### config.mk
export PLATFORM = sky130hd
export DESIGN_NAME = fpes_sequencer
export DESIGN_NICKNAME = d
export VERILOG_FILES = /design/src/rtl/fpes_sequencer.v /design/src/rtl/fpes_fifo.v
export VERILOG_INCLUDE_DIRS = /design/src /design/src/rtl
export SDC_FILE = /design/constraint.sdc
export NUM_CORES = 2
export LEC_CHECK = 0
export BUFFER_PORTS_ARGS = -buffer_cell sky130_fd_sc_hd__buf_4
export CORE_MARGIN = 2
export CORE_UTILIZATION = 55
export DETAILED_ROUTE_END_ITERATION = 8
export GPL_TIMING_DRIVEN = 1
export PLACE_DENSITY = 0.76
export SYNTH_ARGS = -nofsm -noshare
export SYNTH_HDL_FRONTEND = slang
export SYNTH_SLANG_ARGS = --single-unit
### constraint.sdc
create_clock -name core_clk_in -period 27.8 [get_ports core_clk_in]
set_input_delay 1.39 -clock core_clk_in [delete_from_list [all_inputs] [get_ports core_clk_in]]
set_output_delay 1.39 -clock core_clk_in [all_outputs]
set_load 0.01 [all_outputs]
### src/rtl/fpes_regs.vh
// Constants shared by the flash program/erase sequencer and its data FIFO.
// Assumes it is included by bare name; it holds definitions only.
`ifndef FPES_REGS_VH
`define FPES_REGS_VH

// ************************************************************
// Command opcodes
// ************************************************************
`define FPES_OP_DUAL_PROG 8'hA2
`define FPES_OP_ERASE_4K 8'h20
`define FPES_OP_ERASE_32K 8'h52
`define FPES_OP_ERASE_64K 8'hD8
`define FPES_OP_CHIP_A 8'h60
`define FPES_OP_CHIP_B 8'hC7

// ************************************************************
// Erase size codes driven on erase_size_out
// ************************************************************
`define FPES_SIZE_4K 2'h0
`define FPES_SIZE_32K 2'h1
`define FPES_SIZE_64K 2'h2
`define FPES_SIZE_CHIP 2'h3

// ************************************************************
// Address layout
// ************************************************************
`define FPES_ADDR_W 24
`define FPES_IGNORE_4K 12
`define FPES_IGNORE_32K 15
`define FPES_IGNORE_64K 16
`define FPES_SECTOR_LSB 16
`define FPES_PAGE_BYTES 256
`define FPES_ADDR_BYTES 2'h3
`define FPES_FIFO_DEPTH 4

// ************************************************************
// Timing: self-timed durations in microseconds and the clock rate
// ************************************************************
`define FPES_CLK_PERIOD_NS 4
`define FPES_CYC_PER_US (1000 / `FPES_CLK_PERIOD_NS)
`define FPES_T_PP_US 2000
`define FPES_T_BP_US 50
`define FPES_T_BLKE_US 20000
`define FPES_T_CHPE_US 100000

`endif

### src/rtl/fpes_sequencer.v
// Program/erase command sequencer of a serial flash: decodes the dual-input
// program, block erase and chip erase commands and drives the array backend.
// Assumes chip select, serial clock and data pins arrive asynchronously and
// are oversampled; the array backend and latch-set logic share core_clk_in.
`timescale 1ns/10ps
`include "fpes_regs.vh"

module fpes_sequencer #(
	parameter SECTORS = 32,
	parameter SEC_W = 5,
	parameter [31:0] PP_CYCLES = `FPES_T_PP_US * `FPES_CYC_PER_US,
	parameter [31:0] BP_CYCLES = `FPES_T_BP_US * `FPES_CYC_PER_US,
	parameter [31:0] BLKE_CYCLES = `FPES_T_BLKE_US * `FPES_CYC_PER_US,
	parameter [31:0] CHPE_CYCLES = `FPES_T_CHPE_US * `FPES_CYC_PER_US
) (
	// Clock, reset and enable.
	input wire core_clk_in,
	input wire rst_in,
	input wire ce_in,
	// Serial pins, all asynchronous to core_clk_in.
	input wire chip_select_n_in,
	input wire serial_clk_in,
	input wire serial_data_in,
	input wire dual_upper_data_pin_in,
	// Latch, protection and error control from the rest of the device.
	input wire write_enable_set_in,
	input wire error_clear_in,
	input wire [SECTORS-1:0] sector_protect_in,
	input wire [SECTORS-1:0] sector_lock_in,
	// Array backend.
	input wire array_fail_in,
	output reg array_write_out,
	output reg [`FPES_ADDR_W-1:0] array_addr_out,
	output reg [7:0] array_data_out,
	output reg erase_req_out,
	output reg [1:0] erase_size_out,
	// Status.
	output reg busy_out,
	output reg write_enable_latch_out,
	output reg program_erase_error_flag_out
);

	// ************************************************************
	// States and command kinds
	// ************************************************************
	localparam [4:0] ST_IDLE = 5'h01;
	localparam [4:0] ST_SHIFT = 5'h02;
	localparam [4:0] ST_DRAIN = 5'h04;
	localparam [4:0] ST_PROG = 5'h08;
	localparam [4:0] ST_WAIT = 5'h10;
	localparam [1:0] CMD_NONE = 2'h0;
	localparam [1:0] CMD_PROG = 2'h1;
	localparam [1:0] CMD_BLOCK = 2'h2;
	localparam [1:0] CMD_CHIP = 2'h3;

	reg [4:0] state;
	reg [2:0] cs_sync;
	reg [2:0] clk_sync;
	reg [1:0] si_sync;
	reg [1:0] dual_sync;
	reg [7:0] shreg;
	reg [2:0] bit_cnt;
	reg opcode_done;
	reg [1:0] addr_cnt;
	reg [1:0] cmd;
	reg [1:0] size_code;
	reg [`FPES_ADDR_W-1:0] addr;
	reg [8:0] data_cnt;
	reg overrun;
	reg [7:0] wr_count;
	reg [7:0] page_buf [0:`FPES_PAGE_BYTES-1];
	reg [`FPES_PAGE_BYTES-1:0] page_valid;
	reg [8:0] walk_idx;
	reg [31:0] timer;

	wire sclk_rise;
	wire cs_fall;
	wire cs_rise;
	wire dual_mode;
	reg [7:0] next_shreg;
	reg [2:0] next_bit_cnt;
	wire byte_done;
	wire data_phase;
	wire fifo_wr_valid;
	wire fifo_wr_ready;
	wire fifo_rd_valid;
	wire fifo_rd_ready;
	wire [7:0] fifo_rd_data;
	wire [SEC_W-1:0] sector;
	wire sector_blocked;
	wire any_blocked;
	wire aligned;
	reg [`FPES_ADDR_W-1:0] erase_addr;

	// ************************************************************
	// Pin synchronisers and edge detection
	// ************************************************************

	// Two flops per data pin, three for select and clock; edges are found between the second and third stage only.
	always @(posedge core_clk_in or posedge rst_in) begin
		if (rst_in) begin
			cs_sync <= 3'h7;
			clk_sync <= 3'h0;
			si_sync <= 2'h0;
			dual_sync <= 2'h0;
		end else if (ce_in) begin
			cs_sync <= {cs_sync[1:0], chip_select_n_in};
			clk_sync <= {clk_sync[1:0], serial_clk_in};
			si_sync <= {si_sync[0], serial_data_in};
			dual_sync <= {dual_sync[0], dual_upper_data_pin_in};
		end
	end

	assign sclk_rise = clk_sync[1] & ~clk_sync[2];
	assign cs_fall = ~cs_sync[1] & cs_sync[2];
	assign cs_rise = cs_sync[1] & ~cs_sync[2];

	// ************************************************************
	// Serial byte assembly
	// ************************************************************

	// Data bytes of the program command come two bits per clock.
	assign data_phase = opcode_done & (addr_cnt == `FPES_ADDR_BYTES);
	assign dual_mode = data_phase & (cmd == CMD_PROG);

	// Next shift value; dual mode puts the upper pin ahead of the serial pin.
	always @* begin
		next_shreg = {shreg[6:0], si_sync[1]};
		next_bit_cnt = bit_cnt + 3'h1;
		if (dual_mode) begin
			next_shreg = {shreg[5:0], dual_sync[1], si_sync[1]};
			next_bit_cnt = bit_cnt + 3'h2;
		end
	end

	assign byte_done = (state == ST_SHIFT) & sclk_rise & (next_bit_cnt == 3'h0);
	assign fifo_wr_valid = byte_done & dual_mode;
	assign aligned = (bit_cnt == 3'h0);

	// Opcode, address and data counting while chip select is low.
	always @(posedge core_clk_in or posedge rst_in) begin
		if (rst_in) begin
			shreg <= 8'h00;
			bit_cnt <= 3'h0;
			opcode_done <= 1'b0;
			addr_cnt <= 2'h0;
			cmd <= CMD_NONE;
			size_code <= `FPES_SIZE_4K;
			addr <= {`FPES_ADDR_W{1'b0}};
			data_cnt <= 9'h000;
			overrun <= 1'b0;
		end else if (ce_in) begin
			if (state == ST_IDLE && cs_fall) begin
				bit_cnt <= 3'h0;
				opcode_done <= 1'b0;
				addr_cnt <= 2'h0;
				cmd <= CMD_NONE;
				data_cnt <= 9'h000;
				overrun <= 1'b0;
			end else if (state == ST_SHIFT && sclk_rise) begin
				shreg <= next_shreg;
				bit_cnt <= next_bit_cnt;
				if (byte_done) begin
					if (!opcode_done) begin
						opcode_done <= 1'b1;
						// Opcode decode of the program and erase family.
						if (next_shreg == `FPES_OP_DUAL_PROG) begin
							cmd <= CMD_PROG;
						end else if (next_shreg == `FPES_OP_ERASE_4K) begin
							cmd <= CMD_BLOCK;
							size_code <= `FPES_SIZE_4K;
						end else if (next_shreg == `FPES_OP_ERASE_32K) begin
							cmd <= CMD_BLOCK;
							size_code <= `FPES_SIZE_32K;
						end else if (next_shreg == `FPES_OP_ERASE_64K) begin
							cmd <= CMD_BLOCK;
							size_code <= `FPES_SIZE_64K;
						end else if (next_shreg == `FPES_OP_CHIP_A ||
							next_shreg == `FPES_OP_CHIP_B) begin
							cmd <= CMD_CHIP;
							size_code <= `FPES_SIZE_CHIP;
						end
					end else if (cmd != CMD_CHIP && addr_cnt != `FPES_ADDR_BYTES) begin
						// Three address bytes; erase input past them is ignored.
						addr <= {addr[`FPES_ADDR_W-9:0], next_shreg};
						addr_cnt <= addr_cnt + 2'h1;
					end else if (cmd == CMD_PROG) begin
						if (data_cnt != 9'h100)
							data_cnt <= data_cnt + 9'h001;
						// The pins cannot be stalled, so a full queue spoils the command.
						if (!fifo_wr_ready)
							overrun <= 1'b1;
					end
				end
			end
		end
	end

	// ************************************************************
	// Data FIFO and page buffer
	// ************************************************************
	assign fifo_rd_ready = (state == ST_SHIFT) | (state == ST_DRAIN);

	fpes_fifo #(
		.WIDTH(8),
		.DEPTH(`FPES_FIFO_DEPTH),
		.AW(2)
	) u_fifo (
		.core_clk_in(core_clk_in),
		.rst_in(rst_in),
		.ce_in(ce_in),
		.flush_in(cs_fall & (state == ST_IDLE)),
		.wr_valid_in(fifo_wr_valid),
		.wr_ready_out(fifo_wr_ready),
		.wr_data_in(next_shreg),
		.rd_valid_out(fifo_rd_valid),
		.rd_ready_in(fifo_rd_ready),
		.rd_data_out(fifo_rd_data)
	);

	// Bytes land at start offset plus count, modulo the page, so overflow wraps
	// inside the page and later bytes overwrite earlier ones.
	always @(posedge core_clk_in or posedge rst_in) begin
		if (rst_in) begin
			wr_count <= 8'h00;
			page_valid <= {`FPES_PAGE_BYTES{1'b0}};
		end else if (ce_in) begin
			if (state == ST_IDLE && cs_fall) begin
				wr_count <= 8'h00;
				page_valid <= {`FPES_PAGE_BYTES{1'b0}};
			end else if (fifo_rd_valid && fifo_rd_ready) begin
				wr_count <= wr_count + 8'h01;
				page_valid[addr[7:0] + wr_count] <= 1'b1;
			end
		end
	end

	// Buffer storage; only slots marked valid are ever programmed.
	always @(posedge core_clk_in) begin
		if (ce_in && fifo_rd_valid && fifo_rd_ready)
			page_buf[addr[7:0] + wr_count] <= fifo_rd_data;
	end

	// ************************************************************
	// Protection and erase address
	// ************************************************************
	assign sector = addr[`FPES_SECTOR_LSB +: SEC_W];
	// A 4 or 32 kB block never straddles a sector, so one lookup covers every block size.
	assign sector_blocked = sector_protect_in[sector] | sector_lock_in[sector];
	assign any_blocked = |(sector_protect_in | sector_lock_in);

	// Low address bits are forced to zero per block size.
	always @* begin
		erase_addr = addr;
		if (size_code == `FPES_SIZE_4K)
			erase_addr[`FPES_IGNORE_4K-1:0] = {`FPES_IGNORE_4K{1'b0}};
		else if (size_code == `FPES_SIZE_32K)
			erase_addr[`FPES_IGNORE_32K-1:0] = {`FPES_IGNORE_32K{1'b0}};
		else if (size_code == `FPES_SIZE_64K)
			erase_addr[`FPES_IGNORE_64K-1:0] = {`FPES_IGNORE_64K{1'b0}};
		else
			erase_addr = {`FPES_ADDR_W{1'b0}};
	end

	// ************************************************************
	// Command execution
	// ************************************************************

	// Decides at release, then walks the page or waits out the erase timer.
	always @(posedge core_clk_in or posedge rst_in) begin
		if (rst_in) begin
			state <= ST_IDLE;
			walk_idx <= 9'h000;
			timer <= 32'h0000_0000;
			busy_out <= 1'b0;
			write_enable_latch_out <= 1'b0;
			program_erase_error_flag_out <= 1'b0;
			array_write_out <= 1'b0;
			array_addr_out <= {`FPES_ADDR_W{1'b0}};
			array_data_out <= 8'hFF;
			erase_req_out <= 1'b0;
			erase_size_out <= `FPES_SIZE_4K;
		end else if (ce_in) begin
			array_write_out <= 1'b0;
			erase_req_out <= 1'b0;
			// Verify failures reported while busy set the flag; set beats clear.
			if (busy_out && array_fail_in)
				program_erase_error_flag_out <= 1'b1;
			else if (error_clear_in)
				program_erase_error_flag_out <= 1'b0;
			if (write_enable_set_in)
				write_enable_latch_out <= 1'b1;
			if (timer != 32'h0000_0000)
				timer <= timer - 32'h0000_0001;
			case (state)
				ST_IDLE: begin
					if (cs_fall)
						state <= ST_SHIFT;
				end
				ST_SHIFT: begin
					if (cs_rise)
						state <= ST_DRAIN;
				end
				ST_DRAIN: begin
					// Wait for queued bytes to reach the page buffer before deciding.
					if (!fifo_rd_valid) begin
						state <= ST_IDLE;
						if (!write_enable_latch_out || cmd == CMD_NONE) begin
							// Latch clear or foreign opcode: nothing happens.
							state <= ST_IDLE;
						end else if (cmd == CMD_PROG) begin
							if (!data_phase || data_cnt == 9'h000 || !aligned ||
								overrun || sector_blocked) begin
								// Abort with nothing written, latch cleared.
								if (!write_enable_set_in)
									write_enable_latch_out <= 1'b0;
							end else begin
								// Latch drops at the start, well before completion.
								if (!write_enable_set_in)
									write_enable_latch_out <= 1'b0;
								busy_out <= 1'b1;
								walk_idx <= 9'h000;
								timer <= (data_cnt == 9'h001) ? BP_CYCLES : PP_CYCLES;
								state <= ST_PROG;
							end
						end else if (!aligned || (cmd == CMD_BLOCK &&
							(!data_phase || sector_blocked)) ||
							(cmd == CMD_CHIP && any_blocked)) begin
							// Erase abort clears the latch.
							if (!write_enable_set_in)
								write_enable_latch_out <= 1'b0;
						end else begin
							// Self-timed erase; busy shown, latch cleared early.
							if (!write_enable_set_in)
								write_enable_latch_out <= 1'b0;
							busy_out <= 1'b1;
							erase_req_out <= 1'b1;
							erase_size_out <= size_code;
							array_addr_out <= erase_addr;
							timer <= (cmd == CMD_CHIP) ? CHPE_CYCLES : BLKE_CYCLES;
							state <= ST_WAIT;
						end
					end
				end
				ST_PROG: begin
					// Only sent bytes are written; the rest of the page stays erased.
					array_write_out <= page_valid[walk_idx[7:0]];
					array_addr_out <= {addr[`FPES_ADDR_W-1:8], walk_idx[7:0]};
					array_data_out <= page_buf[walk_idx[7:0]];
					walk_idx <= walk_idx + 9'h001;
					if (walk_idx == 9'h0FF)
						state <= ST_WAIT;
				end
				ST_WAIT: begin
					// Busy holds until the self-timed duration runs out.
					if (timer == 32'h0000_0000) begin
						busy_out <= 1'b0;
						state <= ST_IDLE;
					end
				end
				default: begin
					state <= ST_IDLE;
				end
			endcase
		end
	end

endmodule

### src/rtl/fpes_fifo.v
// Small synchronous FIFO between the serial byte assembler and the page buffer.
// Assumes one clock, an asynchronous active-high reset and a freezing clock enable.
`timescale 1ns/10ps

module fpes_fifo #(
	parameter WIDTH = 8,
	parameter DEPTH = 4,
	parameter AW = 2
) (
	// Clock, reset and enable.
	input wire core_clk_in,
	input wire rst_in,
	input wire ce_in,
	input wire flush_in,
	// Filling side.
	input wire wr_valid_in,
	output wire wr_ready_out,
	input wire [WIDTH-1:0] wr_data_in,
	// Draining side.
	output wire rd_valid_out,
	input wire rd_ready_in,
	output wire [WIDTH-1:0] rd_data_out
);

	reg [WIDTH-1:0] mem [0:DEPTH-1];
	reg [AW-1:0] wr_ptr;
	reg [AW-1:0] rd_ptr;
	reg [AW:0] count;
	wire do_wr;
	wire do_rd;

	// Full and empty come from the occupancy count, so neither can lie.
	assign wr_ready_out = (count != DEPTH[AW:0]);
	assign rd_valid_out = (count != {(AW+1){1'b0}});
	assign rd_data_out = mem[rd_ptr];
	assign do_wr = wr_valid_in & wr_ready_out;
	assign do_rd = rd_valid_out & rd_ready_in;

	// Pointer and count update; flush empties the queue at a command start.
	always @(posedge core_clk_in or posedge rst_in) begin
		if (rst_in) begin
			wr_ptr <= {AW{1'b0}};
			rd_ptr <= {AW{1'b0}};
			count <= {(AW+1){1'b0}};
		end else if (ce_in) begin
			if (flush_in) begin
				wr_ptr <= {AW{1'b0}};
				rd_ptr <= {AW{1'b0}};
				count <= {(AW+1){1'b0}};
			end else begin
				if (do_wr)
					wr_ptr <= wr_ptr + 1'b1;
				if (do_rd)
					rd_ptr <= rd_ptr + 1'b1;
				if (do_wr & ~do_rd)
					count <= count + 1'b1;
				else if (do_rd & ~do_wr)
					count <= count - 1'b1;
			end
		end
	end

	// Storage needs no reset; nothing reads a slot before it is written.
	always @(posedge core_clk_in) begin
		if (ce_in & do_wr & ~flush_in)
			mem[wr_ptr] <= wr_data_in;
	end

endmodule

==> results.tsv <==
stage	metric	value	unit
power_and_ir_drop	leakage	36.3	nW
routing	average wire per standard cell	32.5	um
synth	count of cell types in the netlist	98	
timing	upper clock frequency limit	0.177	GHz
routing	DRT antenna net count	0	
finish	share of layout cells above drive strength 1	22.2	%
run_status	status	completed	
clock_network	Max clock buf depth	3	
job	Max-Cap Viols	0	
timing	WHS	0.475	ns
synth	sequential share of the synthesized area	72.4	%
synth	area share of the largest cell type after synthesis	62.0	%
routing	final WL	268	mm
synth	cells after synthesis	5519	
routing	DR pass1 iterations	8	
synth	top cell type by total area after synthesis	edfxtp_1	
floorplan	total die area	187000	um^2
floorplan	DIE WIDTH	432	um
setup_path	crit start category	flip-flop	
routing	1st-iter DRT viols	8283	
finish	sequential cell area	72900	um^2
setup_path	Worst R2R Setup Slack	22.14	ns
clock_network	Gates resized, CTS repair	0	
timing	Slew @ Worst Pin	1.44	ns
timing	Worst Clk Skew	0.0506	ns
finish	Layout Nets	5739	
clock_network	clock slew at reported path FFs	0.06	ns
synth	largest cells by area after synthesis	edfxtp_1, mux4_2, dfrtp_1	
placed_design	dpl hpwl	166	mm
synth	Synth Area in Compound Gates	4.35	%
setup_path	Register-to-Register Path Depth	8	
grt	antenna violations before repair	14	
synth	post-synthesis mux area share	15.9	%
setup_path	worst path required time	28.59	ns
timing	RSZ-0062 raised after global routing	false	
routing	DRC viols	0	
timing	crit share post-route	20.4	%
synth	synthesized area	101000	um^2
synth	Post-Synth XOR/XNOR Area	0.339	%
synth	largest family of logic cells by synthesized area	multiplexers	
placed_design	IO buf count	112	
min_path	Hold Startpoint	page_valid[129]$_DFFE_PP0P_	
routing	met2 WL	124	mm
finish	Multi-input gate area	26200	um^2
min_path	Hold Path End	page_valid[129]$_DFFE_PP0P_	
finish	fin util	61.2	%
timing	Hold Vio Cnt, Final	0	
min_path	Hold Crit Depth	1	
grt	GRT overflow	0	
clock_network	Clock Latency Late Sink	0.88	ns
grt	first-pass GRT wire length	389	mm
setup_path	Setup crit end kind	flip-flop	
timing	minimum clock period	5.66	ns
grt	GRT Resource Usage Total	28.9	%
setup_path	CP Max Fanout	93	
synth	Synth async-reset ratio	16.7	%
setup_path	Arrival @ worst endpoint	6.46	ns
setup_path	worst r2r src	walk_idx[0]$_DFFE_PP0P_	
grt	pin count of the biggest net entering global routing	140	
floorplan	Die H	432	um
clock_network	total CTS buffers	233	
floorplan	num ports	113	
floorplan	Core ar.	182000	um^2
synth	EDFF count, synth	2080	
synth	Synth Register Bits	2497	
routing	total number of vias	56100	
power_and_ir_drop	Peak VDD IR	74.1	uV
routing	M1 WL	96.1	mm
floorplan	Rows	157	
clock_network	Sinks on Clock Net	2497	
timing	setup_tns	0	ns
setup_path	kind of critical path	reg2reg	
floorplan	initial core utilization	55.2	%
clock_network	TritonCTS clock tree	done	
power_and_ir_drop	PD cells	69.6	nW/um^2
timing	Rel. slew slack	3.63	%
min_path	Hold WC Path Type	reg2reg	
routing	highest routed metal layer	met5	
synth	syn nets	5618	
synth	Synth Flop Type	edfxtp_1	
grt	vias in the first global route	55100	
synth	yosys warns	0	
synth	top-count cell post-synth	edfxtp_1	
routing	vias per cell	6.82	
synth	Adder-Cell Fraction of Synth Area	0.325	%
placed_design	Final Wtd Congestion	0.935	
finish	area delta synth->final	10.9	%
setup_path	Crit. Startpoint	walk_idx[0]$_DFFE_PP0P_	
clock_network	CTS root buf	clkbuf_16	
finish	Fillers	12300	
clock_network	Setup Buffers After CTS	0	
timing	final setup violation count	0	
synth	top cells by count, synth	edfxtp_1, mux4_2, nand2_1	
setup_path	Worst R2R End	array_data_out[6]$_DFFE_PP1P_	
synth	mean area per synthesized cell	18.3	um^2
timing	Slew Limit Fails	0	
clock_network	Max H-tree Level	4	
clock_network	cts hold-fix bufs	0	
routing	met3 WL	31.9	mm
synth	Post-Synth Simple-Gate Area	5.08	%
through the flow:
step                      total power (W)  instances  area [um^2]  setup slack [ns]
after floorplan                   0.00449       5519       101000             14.82
after global placement            0.00461       7790       104000             22.18
after detailed placement          0.00463       7790       104000             22.17
after CTS                         0.00779       8230       112000             22.07
after global routing              0.00796       8231       112000             21.87
final                             0.00778       8233       112000             22.14
layout make-up:
class                   instances  share of cell area [%]
diodes                          3                 0.00672
multi-input cells            2658                    23.5
repair buffers                209                    1.47
clock inverters               159                    1.46
well taps                    2385                    2.67
flip-flops and latches       2497                    65.3
inverters                      41                   0.151
clock buffers                 281                    5.45
worst max-delay path, cell delays in order (launching register included):
cell	delay [ns]
dfrtp_4	1.02
buf_12	0.59
buf_4	0.88
mux4_2	0.65
mux4_2	0.54
mux2i_1	1.05
a2111oi_0	0.32
nand2_1	0.23
nand3_1	0.11
where the power goes:
part | leakage (nW) | internal [W] | switching (W) | total (W)
clock network | 3.74 | 0.00181 | 0.00141 | 0.00322
logic | 8.53 | 0.0000953 | 0.000270 | 0.000365
registers | 24.1 | 0.00415 | 0.0000374 | 0.00419
routing by layer:
layer | up-vias | track usage [%]
li1 | 22400 | -
met1 | 29200 | 39.1
met2 | 3819 | 43.9
met3 | 712 | 7.69
met4 | 16 | 14.6
met5 | - | 0
cells in the final DEF, fill, tap and decap left out, drive strengths merged, types with 11 or more instances in the layout:
cell type	netlist	layout
o21ai	244	244
and3	20	20
a31oi	29	29
mux4	656	656
ha	23	23
o221ai	21	21
nor2b	25	25
bufinv	0	27
inv	39	49
buf	145	209
clkinv	2	115
nand2	436	436
or3	15	15
mux2i	78	78
a32o	15	15
a22o	36	36
nor2	414	414
and2	24	24
xnor2	21	21
a211oi	30	30
o31ai	13	13
nor4	44	44
mux2	38	38
a21o	38	38
o22ai	30	30
or4	11	11
nor3	37	37
dfrtp	405	405
nand3	77	77
a22oi	22	22
edfxtp	2080	2080
clkbuf	178	281
nand4	22	22
o21a	36	36
dfstp	12	12
a21oi	66	66
xor2	18	18
worst max-delay path by stage:
stage	to	depth (start not counted)
floorplan	addr[0]$_DFFE_PP0P_	1
global placement	array_data_out[4]$_DFFE_PP1P_	8
detailed placement	array_data_out[4]$_DFFE_PP1P_	8
CTS	array_data_out[4]$_DFFE_PP1P_	8
global route	array_data_out[4]$_DFFE_PP1P_	8
finish	array_data_out[6]$_DFFE_PP1P_	8
state kept, by name, summed over array words and instances, names as in the netlist, 5 cells and up:
name and count:
addr 24, array_addr_out 24, array_data_out 8, data_cnt 9, page_buf 2048, page_valid 256
shreg 7, state 5, timer 32, u_fifo.mem 32, walk_idx 9, wr_count 8
logic make-up (layout without fill, tap and decap cells):
family,after synthesis,in the layout
compound gates,665,665
xor+xnor,39,39
fa+ha+maj,25,25
buf+inv,364,690
flops,2497,2497
mux,772,772
other cells,0,3
simple gates,1157,1157
Note: power is estimated with default switching activity, not from simulation.
